$ cat src/include/cpa_regs.svh
`ifndef CPA_REGS_SVH
`define CPA_REGS_SVH

// ****************************************
// Register addresses
// ****************************************
`define CPA_ADDR_PWR        8'h40
`define CPA_ADDR_ATT_L      8'h41
`define CPA_ADDR_ATT_R      8'h42
`define CPA_ADDR_CLK_IF     8'h43

// ****************************************
// Field positions
// ****************************************
`define CPA_BIT_ADC_PS      5
`define CPA_BIT_DAC_PS      4
`define CPA_BIT_SE          0
`define CPA_BIT_CSEL        7
`define CPA_MS_HI           6
`define CPA_MS_LO           4
`define CPA_FMT_HI          1
`define CPA_FMT_LO          0

// ****************************************
// Reset values
// ****************************************
`define CPA_RST_ATT         8'hFF
`define CPA_RST_PS          1'b1
`define CPA_RST_SE          1'b0
`define CPA_RST_CSEL        1'b0
`define CPA_RST_MS          3'h0
`define CPA_RST_FMT         2'h0

// ****************************************
// Attenuation and timing
// ****************************************
`define CPA_ATT_MIN         8'h37
`define CPA_ATT_MUTE        8'h36
`define CPA_ATT_STEP_LAST   3'h7
`define CPA_PS_WAIT_FS      2048
`define CPA_FADE_LAST       11'h7FF

`endif

$ cat src/include/cpa_pkg.sv
`default_nettype none

package cpa_pkg;

	typedef enum logic [3:0] {
		CPA_PS_DOWN     = 4'h1,
		CPA_PS_FADE_IN  = 4'h2,
		CPA_PS_RUN      = 4'h4,
		CPA_PS_FADE_OUT = 4'h8
	} cpa_ps_state_t;

	typedef struct packed {
		logic [7:0] addr;
		logic [7:0] data;
	} cpa_ctrl_word_t;

	typedef struct packed {
		cpa_ps_state_t state;
		logic [10:0]   fade;
		logic          down;
	} cpa_pwr_t;

	typedef struct packed {
		logic [7:0] code;
		logic [7:0] target;
		logic [7:0] level;
		logic [7:0] buf_code;
		logic       pending;
		logic [2:0] cnt;
		logic       mute;
	} cpa_att_t;

	typedef struct packed {
		logic       adc_ps;
		logic       dac_ps;
		logic       single_ended;
		logic       clk_sel;
		logic [2:0] if_mode;
		logic [1:0] fmt;
		logic       busy;
		cpa_pwr_t   adc;
		cpa_pwr_t   dac;
		cpa_att_t   att_l;
		cpa_att_t   att_r;
	} cpa_state_t;

endpackage

`default_nettype wire

$ cat src/design/cpa_codec_ctrl.sv
`timescale 1ns/100ps
`default_nettype none
`include "cpa_regs.svh"

module cpa_codec_ctrl (
	input  wire logic                    clock_i,
	input  wire logic                    resetn_i,
	input  wire logic                    ce_i,
	input  wire logic                    fs_tick_i,
	input  wire logic                    wr_valid_i,
	input  wire cpa_pkg::cpa_ctrl_word_t wr_word_i,
	output var  logic                    adc_power_down_o,
	output var  logic [7:0]              adc_fade_level_o,
	output var  logic                    dac_power_down_o,
	output var  logic [7:0]              dac_fade_level_o,
	output var  logic                    dac_single_ended_o,
	output var  logic                    dac_clock_set_select_o,
	output var  logic [2:0]              dac_if_mode_o,
	output var  logic [1:0]              dac_data_format_o,
	output var  logic [7:0]              dac_atten_left_o,
	output var  logic [7:0]              dac_atten_right_o,
	output var  logic                    dac_mute_left_o,
	output var  logic                    dac_mute_right_o,
	output var  logic                    dac_ramp_busy_o
);
	import cpa_pkg::*;

	cpa_state_t st_q;
	cpa_state_t st_d;
	logic       wr_pwr;
	logic       wr_att_l;
	logic       wr_att_r;
	logic       wr_clk;

	// ****************************************
	// Power-save sequencer
	// ****************************************
	function automatic cpa_pwr_t pwr_step(cpa_pwr_t p, logic ps, logic tick);
		cpa_pwr_t n;
		n = p;
		case (p.state)
			CPA_PS_DOWN: begin
				n.fade = 11'h000;
				if (!ps) begin
					n.state = CPA_PS_FADE_IN;
				end
			end
			CPA_PS_FADE_IN: begin
				if (ps) begin
					n.state = CPA_PS_FADE_OUT;
				end else if (tick) begin
					if (p.fade == `CPA_FADE_LAST) begin
						n.state = CPA_PS_RUN;
					end else begin
						n.fade = p.fade + 11'h001;
					end
				end
			end
			CPA_PS_RUN: begin
				if (ps) begin
					n.state = CPA_PS_FADE_OUT;
				end
			end
			CPA_PS_FADE_OUT: begin
				if (!ps) begin
					n.state = CPA_PS_FADE_IN;
				end else if (tick) begin
					if (p.fade == 11'h000) begin
						n.state = CPA_PS_DOWN;
					end else begin
						n.fade = p.fade - 11'h001;
					end
				end
			end
			default: begin
				n.state = CPA_PS_DOWN;
				n.fade  = 11'h000;
			end
		endcase
		n.down = (n.state == CPA_PS_DOWN);
		return n;
	endfunction

	// ****************************************
	// Attenuation ramp with command buffer
	// ****************************************
	function automatic cpa_att_t att_step(cpa_att_t a, logic wr, logic [7:0] code, logic tick);
		cpa_att_t   n;
		logic [7:0] tgt;
		n   = a;
		tgt = (code < `CPA_ATT_MIN) ? `CPA_ATT_MUTE : code;
		if (wr) begin
			n.code = code;
		end
		if (a.level != a.target) begin
			if (tick) begin
				n.cnt = a.cnt + 3'h1;
				if (a.cnt == `CPA_ATT_STEP_LAST) begin
					n.level = (a.level < a.target) ? a.level + 8'h01 : a.level - 8'h01;
				end
			end
			if (wr) begin
				n.buf_code = tgt;
				n.pending  = 1'b1;
			end
		end else if (wr) begin
			n.target  = tgt;
			n.cnt     = 3'h0;
			n.pending = 1'b0;
		end else if (a.pending) begin
			n.target  = a.buf_code;
			n.pending = 1'b0;
			n.cnt     = 3'h0;
		end
		n.mute = (n.level < `CPA_ATT_MIN);
		return n;
	endfunction

	// ****************************************
	// Control word decode
	// ****************************************
	always_comb begin
		wr_pwr   = wr_valid_i && (wr_word_i.addr == `CPA_ADDR_PWR);
		wr_att_l = wr_valid_i && (wr_word_i.addr == `CPA_ADDR_ATT_L);
		wr_att_r = wr_valid_i && (wr_word_i.addr == `CPA_ADDR_ATT_R);
		wr_clk   = wr_valid_i && (wr_word_i.addr == `CPA_ADDR_CLK_IF);
	end

	// ****************************************
	// Next state
	// ****************************************
	always_comb begin
		st_d = st_q;
		if (wr_pwr) begin
			st_d.adc_ps       = wr_word_i.data[`CPA_BIT_ADC_PS];
			st_d.dac_ps       = wr_word_i.data[`CPA_BIT_DAC_PS];
			st_d.single_ended = wr_word_i.data[`CPA_BIT_SE];
		end
		if (wr_clk) begin
			st_d.clk_sel = wr_word_i.data[`CPA_BIT_CSEL];
			st_d.if_mode = wr_word_i.data[`CPA_MS_HI:`CPA_MS_LO];
			st_d.fmt     = wr_word_i.data[`CPA_FMT_HI:`CPA_FMT_LO];
		end
		st_d.adc   = pwr_step(st_q.adc, st_q.adc_ps, fs_tick_i);
		st_d.dac   = pwr_step(st_q.dac, st_q.dac_ps, fs_tick_i);
		st_d.att_l = att_step(st_q.att_l, wr_att_l, wr_word_i.data, fs_tick_i);
		st_d.att_r = att_step(st_q.att_r, wr_att_r, wr_word_i.data, fs_tick_i);
		st_d.busy  = (st_d.att_l.level != st_d.att_l.target) || st_d.att_l.pending
			|| (st_d.att_r.level != st_d.att_r.target) || st_d.att_r.pending;
	end

	// ****************************************
	// State register
	// ****************************************
	always_ff @(posedge clock_i or negedge resetn_i) begin
		if (!resetn_i) begin
			st_q              <= '0;
			st_q.adc_ps       <= `CPA_RST_PS;
			st_q.dac_ps       <= `CPA_RST_PS;
			st_q.single_ended <= `CPA_RST_SE;
			st_q.clk_sel      <= `CPA_RST_CSEL;
			st_q.if_mode      <= `CPA_RST_MS;
			st_q.fmt          <= `CPA_RST_FMT;
			st_q.adc.state    <= CPA_PS_DOWN;
			st_q.adc.down     <= 1'b1;
			st_q.dac.state    <= CPA_PS_DOWN;
			st_q.dac.down     <= 1'b1;
			st_q.att_l.code   <= `CPA_RST_ATT;
			st_q.att_l.target <= `CPA_RST_ATT;
			st_q.att_l.level  <= `CPA_RST_ATT;
			st_q.att_r.code   <= `CPA_RST_ATT;
			st_q.att_r.target <= `CPA_RST_ATT;
			st_q.att_r.level  <= `CPA_RST_ATT;
		end else if (ce_i) begin
			st_q <= st_d;
		end
	end

	// ****************************************
	// Outputs
	// ****************************************
	always_comb begin
		adc_power_down_o       = st_q.adc.down;
		adc_fade_level_o       = st_q.adc.fade[10:3];
		dac_power_down_o       = st_q.dac.down;
		dac_fade_level_o       = st_q.dac.fade[10:3];
		dac_single_ended_o     = st_q.single_ended;
		dac_clock_set_select_o = st_q.clk_sel;
		dac_if_mode_o          = st_q.if_mode;
		dac_data_format_o      = st_q.fmt;
		dac_atten_left_o       = st_q.att_l.level;
		dac_atten_right_o      = st_q.att_r.level;
		dac_mute_left_o        = st_q.att_l.mute;
		dac_mute_right_o       = st_q.att_r.mute;
		dac_ramp_busy_o        = st_q.busy;
	end
endmodule

`default_nettype wire

$ cat config.mk
export PLATFORM = sky130hd
export DESIGN_NAME = cpa_codec_ctrl
export DESIGN_NICKNAME = d
export VERILOG_FILES = /design/src/include/cpa_pkg.sv /design/src/design/cpa_codec_ctrl.sv
export VERILOG_INCLUDE_DIRS = /design/src /design/src/include
export SDC_FILE = /design/constraint.sdc
export NUM_CORES = 1
export LEC_CHECK = 0
export BUFFER_PORTS_ARGS = -buffer_cell sky130_fd_sc_hd__buf_2
export CAP_MARGIN = 20
export CORE_MARGIN = 2
export CORE_UTILIZATION = 45
export DETAILED_ROUTE_END_ITERATION = 16
export PLACE_DENSITY = 0.61
export SLEW_MARGIN = 10
export SYNTH_ARGS = -nofsm -noshare
export SYNTH_HDL_FRONTEND = slang
export SYNTH_SLANG_ARGS = --single-unit
export TNS_END_PERCENT = 5
$ cat constraint.sdc
create_clock -name clock_i -period 11.25 [get_ports clock_i]
set_clock_uncertainty 0.15 [all_clocks]
set_input_delay 1.6875 -clock clock_i [delete_from_list [all_inputs] [get_ports clock_i]]
set_output_delay 1.6875 -clock clock_i [all_outputs]
set_load 0.01 [all_outputs]
Word-level counts from Yosys, hierarchy flattened
Cells that the tools add are included.
{"block": "classes", "add_sub_neg": 10, "magnitude_cmp": 5, "eq_ne": 36, "mux": 53, "bitwise": 2, "reduce_logical": 19}
{"operator": "8-bit two-way mux", "n": 13}
{"operator": "11-bit two-way mux", "n": 8}
{"operator": "11-bit case mux with 3 select lines", "n": 2}
{"operator": "15-bit two-way mux", "n": 4}
{"operator": "4-bit two-way mux", "n": 14}
{"operator": "8-bit by 7-bit equality test with 1-bit output, second input constant", "n": 4}
{"operator": "16-bit two-way mux", "n": 2}
{"operator": "8-bit != test", "n": 4}
{"operator": "4-bit case mux with 4 select lines", "n": 2}
{"operator": "2-bit != test, second input constant", "n": 14}
{"operator": "8-bit by 6-bit < comparator with 1-bit output, second input constant", "n": 3}
{"operator": "11-bit by 1-bit adder with 11-bit output, second input constant", "n": 2}
{"operator": "11-bit equality test, second input constant", "n": 2}
{"operator": "11-bit zero test", "n": 2}
{"operator": "11-bit by 1-bit subtractor with 11-bit output, second input constant", "n": 2}
{"operator": "3-bit two-way mux", "n": 6}
{"operator": "9-bit two-way mux", "n": 2}
{"operator": "8-bit by 1-bit adder with 8-bit output, second input constant", "n": 2}
{"operator": "4-bit by 1-bit equality test with 1-bit output, second input constant", "n": 4}
{"operator": "8-bit < comparator", "n": 2}
{"operator": "8-bit AND reduction", "n": 2}
{"operator": "8-bit by 1-bit subtractor with 8-bit output, second input constant", "n": 2}
{"operator": "3-bit AND reduction", "n": 4}
{"operator": "4-bit by 2-bit equality test with 1-bit output, second input constant", "n": 2}
{"operator": "other kinds (9)", "n": 21}
{"block": "word_totals", "ff_bits": 100, "input_bits": 21, "wordCells": 150}

Longest topological paths before layout
{"block": "depth", "word_depth": 9, "mapped_depth": 16, "depth_no_buf": 16}

Least setup slack after synthesis
No wires, ideal clock.
{"block": "synth_path", "path_type": "flip-flop to flip-flop", "from": "reg st_q[59] (netlist bit)", "to": "reg st_q, in the netlist dac_ramp_busy_o", "setup_ns": 0.130, "t_arrival_ns": 3.722, "slack_ns": 7.248, "path_stages_with_launch": 16, "path_buffers": 0, "period_less_slack_ns": 4.002, "cell_sequence": "dfstp_2 -> inv_1 -> ha_1 -> nor2b_1 -> o211ai_1 -> a21oi_1 -> or3_1 -> ha_1 -> nand3_1 -> o2111ai_1 -> o211ai_1 -> or4_1 -> a21oi_1 -> mux2i_1 -> a2111oi_2 -> a21oi_1"}
{"block": "synth_between", "elab_chain_len": 9}
{"element": "from (decl)", "line": "cpa_codec_ctrl.sv:28", "source": "cpa_state_t st_q;"}
{"element": "from (signal assigned)", "line": "cpa_codec_ctrl.sv:175", "source": "st_q <= st_d;"}
{"element": "8-bit < comparator", "line": "cpa_codec_ctrl.sv:99", "source": "n.level = (a.level < a.target) ? a.level + 8'h01 : a.level - 8'h01;"}
{"element": "8-bit two-way mux", "line": "cpa_codec_ctrl.sv:99"}
{"element": "8-bit two-way mux", "line": "cpa_codec_ctrl.sv:98", "source": "if (a.cnt == `CPA_ATT_STEP_LAST) begin"}
{"element": "8-bit two-way mux", "line": "cpa_codec_ctrl.sv:96", "source": "if (tick) begin"}
{"element": "16-bit two-way mux", "line": "cpa_codec_ctrl.sv:95", "source": "if (a.level != a.target) begin"}
{"element": "8-bit != test", "line": "cpa_codec_ctrl.sv:148", "source": "st_d.busy = (st_d.att_l.level != st_d.att_l.target) || st_d.att_l.pending"}
{"element": "1-bit logical OR (*)", "line": "cpa_codec_ctrl.sv:148"}
{"element": "1-bit logical OR (*) (2 in series)", "line": "cpa_codec_ctrl.sv:149", "source": "|| (st_d.att_r.level != st_d.att_r.target) || st_d.att_r.pending;"}
Every way passes the cells marked *; elsewhere a longest branch is shown, timed or not.
A chain may end at the register's enable or synchronous reset.

Worst setup path in the final report
{"block": "layout_path", "from": "reg st_q[22] (netlist bit)", "to": "reg st_q, in the netlist dac_ramp_busy_o"}
{"block": "layout_between", "elab_chain_len": 8}
{"element": "8-bit < comparator", "line": "cpa_codec_ctrl.sv:99"}
{"element": "8-bit two-way mux", "line": "cpa_codec_ctrl.sv:99"}
{"element": "8-bit two-way mux", "line": "cpa_codec_ctrl.sv:98"}
{"element": "8-bit two-way mux", "line": "cpa_codec_ctrl.sv:96"}
{"element": "16-bit two-way mux", "line": "cpa_codec_ctrl.sv:95"}
{"element": "8-bit != test", "line": "cpa_codec_ctrl.sv:149"}
{"element": "1-bit logical OR", "line": "cpa_codec_ctrl.sv:149"}
{"element": "1-bit logical OR (*)", "line": "cpa_codec_ctrl.sv:149"}
Marks and branches as above.

==> out/metrics.cfg <==
[pwr]
p_leak_nw = 3.39
p_per_area_nw_per_um2 = 201
peakVddDrop_mv = 0.0946

[cells_and_area]
finalNonFillerCells = 1107
diodes = 0
fillers = 1613
finalNetCount = 941
area_delta_synth_final_pct = 6.73
fin_util_pct = 48.6
drive_above_1_share_pct = 17.8

[critical_path]
reg2reg_from = st_q[22]
worst_ep_required_time_ps = 11340
critPathArrivalTime_ps = 4520
critPathCaptureType = flop
cp-start-kind = flop
rrSetupSlack_ps = 6820
r2r.worst_path.cells = 15
crit_type = reg -> reg
rr_endpoint = dac_ramp_busy_o
critPathMaxFanout = 7

[min_path]
holdPathStages = 2
hold_class = reg -> reg
hold-path-endpoint = adc_power_down_o
min_from = adc_power_down_o

[sta]
worst_slack_ps = 6820
clock.fmax_ghz = 0.226
layout_min_cycle_time_ps = 4430
fin_hold_ws_ps = 332
maxSlewHeadroom_pct = 33.8
final.setup.tns_ps = 0
setup_viol = 0
drv_slew = 0
tightest_slew_ps = 989
rsz0062_at_grt = false
hold_violations = 0
timing.final.crit_share_pct = 39.4

[logic_synthesis]
ys_ff_latch = 100
async_flop_share_pct = 100
syn_avg_cell_area_um2 = 8.48
syn_area_um2 = 7440
seq_area_frac_synth_pct = 34.3
synth_edf_count = 0
ys.flop_type = dfrtp_1
syn_inst = 877
ys_types = 75
synth_warnings = 0
syn-num-nets = 936

[placed_design]
dp.cells = 1091
post-place-ws_ps = 6590
gpl.final_weighted_congestion = 0.825
io_buffers = 64
dpl.hpwl_um = 13300

[die]
initial_core_util_pct = 45.5
die_area_um2 = 17600
num_rows = 47
io_pins = 65
die_w_um = 133
die_h_um = 133
fp.coreArea_um2 = 16300

[grt]
antenna_found_initial = 0
grt_use_met2_pct = 34.4
grtUsageMet1_pct = 28.8
grt_pass1_wl_um = 30400
grtUsageTotal_pct = 21.1
overflow = 0
met3_usage_pct = 3.91
grt_pass1_vias = 6026
grt_max_degree = 69
top_usage_layer = met2

[cts]
hold_buffers = 0
numCtsBuffers = 9
cts_max_level = 3
post-cts-setup-buffers = 0
cts.sinks = 100
root_buffer = clkbuf_16
clk_pin_slew_worst_paths_ps = 70
cts_buffer_depth = 2
cts-resized-gates = 0
tritoncts = done
insertion_delay_ps = 360

[routing]
ant_nets = 0
route.vias.total = 6379
via_per_inst = 5.76
wl_um = 18400
drtIter0Drc = 449
drt_pass1_iterations = 7
avgRoutedWirePerCell_um = 16.6
drc = 0

[run_status]
status = complete, no violations

[flow_run]
drv_cap = 0

[worst max path at each step]
stage	from	endpoint	slack, ps	cells after the start
finish	st_q[22]	dac_ramp_busy_o	6820	15
global route	st_q[59]	dac_ramp_busy_o	6520	15
CTS	st_q[22]	dac_ramp_busy_o	6820	15
detailed placement	wr_word_i[13]	dac_ramp_busy_o	6590	9
global placement	wr_word_i[13]	dac_ramp_busy_o	6640	9
floorplan	st_q[59]	dac_ramp_busy_o	7250	15
[logic make-up after synthesis]
| group | synth area share (%) |
|---|---|
| AO/OA/AOI/OAI | 24.5 |
| XOR/XNOR | 4.00 |
| adder cells (fa/ha/maj) | 6.59 |
| buffers and inverters | 8.04 |
| flip-flops | 34.3 |
| multiplexers | 3.80 |
| AND/OR/NAND/NOR | 18.8 |
[synthesized netlist by cell type, types with 4 or more instances]
cell type	instances	area share (%)
a22o_1	5	0.59
nor2b_1	15	1.3
and2_1	4	0.34
dfstp_2	38	13
a221oi_1	5	0.59
o2bb2ai_1	4	0.47
or3_1	6	0.50
o21a_1	4	0.40
mux2i_1	8	1.1
inv_1	42	2.1
clkbuf_1	33	1.7
dfrtp_1	62	21
a22oi_1	9	0.91
buf_4	37	3.7
ha_1	36	6.1
nand3_1	29	2.0
nand2b_1	4	0.34
nor4_1	5	0.42
o22ai_1	19	1.6
o211ai_1	10	1.0
o21bai_1	4	0.40
a21o_1	10	1.0
xor2_1	12	1.4
nor2_1	80	4.0
o31ai_1	14	1.4
xnor2_1	22	2.6
o21ai_0	51	3.4
nand4_1	8	0.67
and3_1	15	1.3
a21oi_1	74	5.0
nor3_1	28	1.9
o2111ai_1	7	0.82
nand2_1	74	3.7
a31oi_1	21	1.8
mux2_2	18	2.7
[metrics by stage]
| step | power (mW) | cell area (um2) |
|---|---|---|
| floorplan | 1.12 | 7440 |
| global placement | 1.28 | 7650 |
| detailed placement | 1.28 | 7650 |
| CTS | 1.61 | 7940 |
| global route | 1.73 | 7940 |
| finish | 1.60 | 7940 |
[area by class of cell]
cell class              count  area [um2]  area share [%]
flip-flops and latches    100        2550            32.1
well taps                 220         275            3.47
inverters                  42         158            1.99
clock inverters             6        62.6           0.788
repair buffers             70         368            4.63
clock buffers              10         229            2.88
multi-input cells         659        4300            54.1
[metal layers]
metal | part of all wire [%] | vias to the layer above
li1 | - | 3174
met1 | 47 | 3018
met2 | 47 | 172
met3 | 4.7 | 15
met4 | 0.97 | 0
met5 | 0 | -
[registers in the layout, indices dropped and copies added (netlist names)]
signal and flops:
dac_atten_right_o 8, dac_ramp_busy_o 1, dac_fade_level_o 8, adc_power_down_o 1, dac_atten_left_o 8, dac_single_ended_o 1, dac_if_mode_o 3, dac_data_format_o 2
adc_fade_level_o 8, dac_power_down_o 1, dac_mute_right_o 1, dac_mute_left_o 1, dac_clock_set_select_o 1, st_q 56
[where the power goes]
part           internal (mW)  total (mW)  switching (mW)
logic                  0.311       0.758           0.447
clock network          0.173       0.314           0.142
registers              0.445       0.527          0.0819
total                  0.929        1.60           0.670
[critical path, cell delays in order, from the launching register on]
cell and delay [ps]:
dfstp_2 540, inv_1 50, ha_1 280, nor2b_1 130, o211ai_1 160, a21oi_1 110, or3_1 510, ha_1 420
nand3_1 120, o2111ai_1 210, o211ai_1 170, or4_1 420, a21oi_1 400, xnor2_1 180, a2111oi_2 340, a21oi_1 110
[placed cells by master (no fill, tap or decap), types with 15 or more instances in the layout]
cell / synthesis / layout
o22ai_1: 19 / 19
buf_2: 1 / 63
dfstp_2: 38 / 38
nor3_1: 28 / 28
inv_1: 42 / 42
mux2_2: 18 / 18
a31oi_1: 21 / 21
dfrtp_1: 62 / 62
and3_1: 15 / 15
nand2_1: 74 / 74
a21oi_1: 74 / 74
nor2_1: 80 / 80
o21ai_0: 51 / 51
ha_1: 36 / 36
xnor2_1: 22 / 22
nor2b_1: 15 / 15
nand3_1: 29 / 29
No activity file was read; power rests on OpenSTA's default activity.
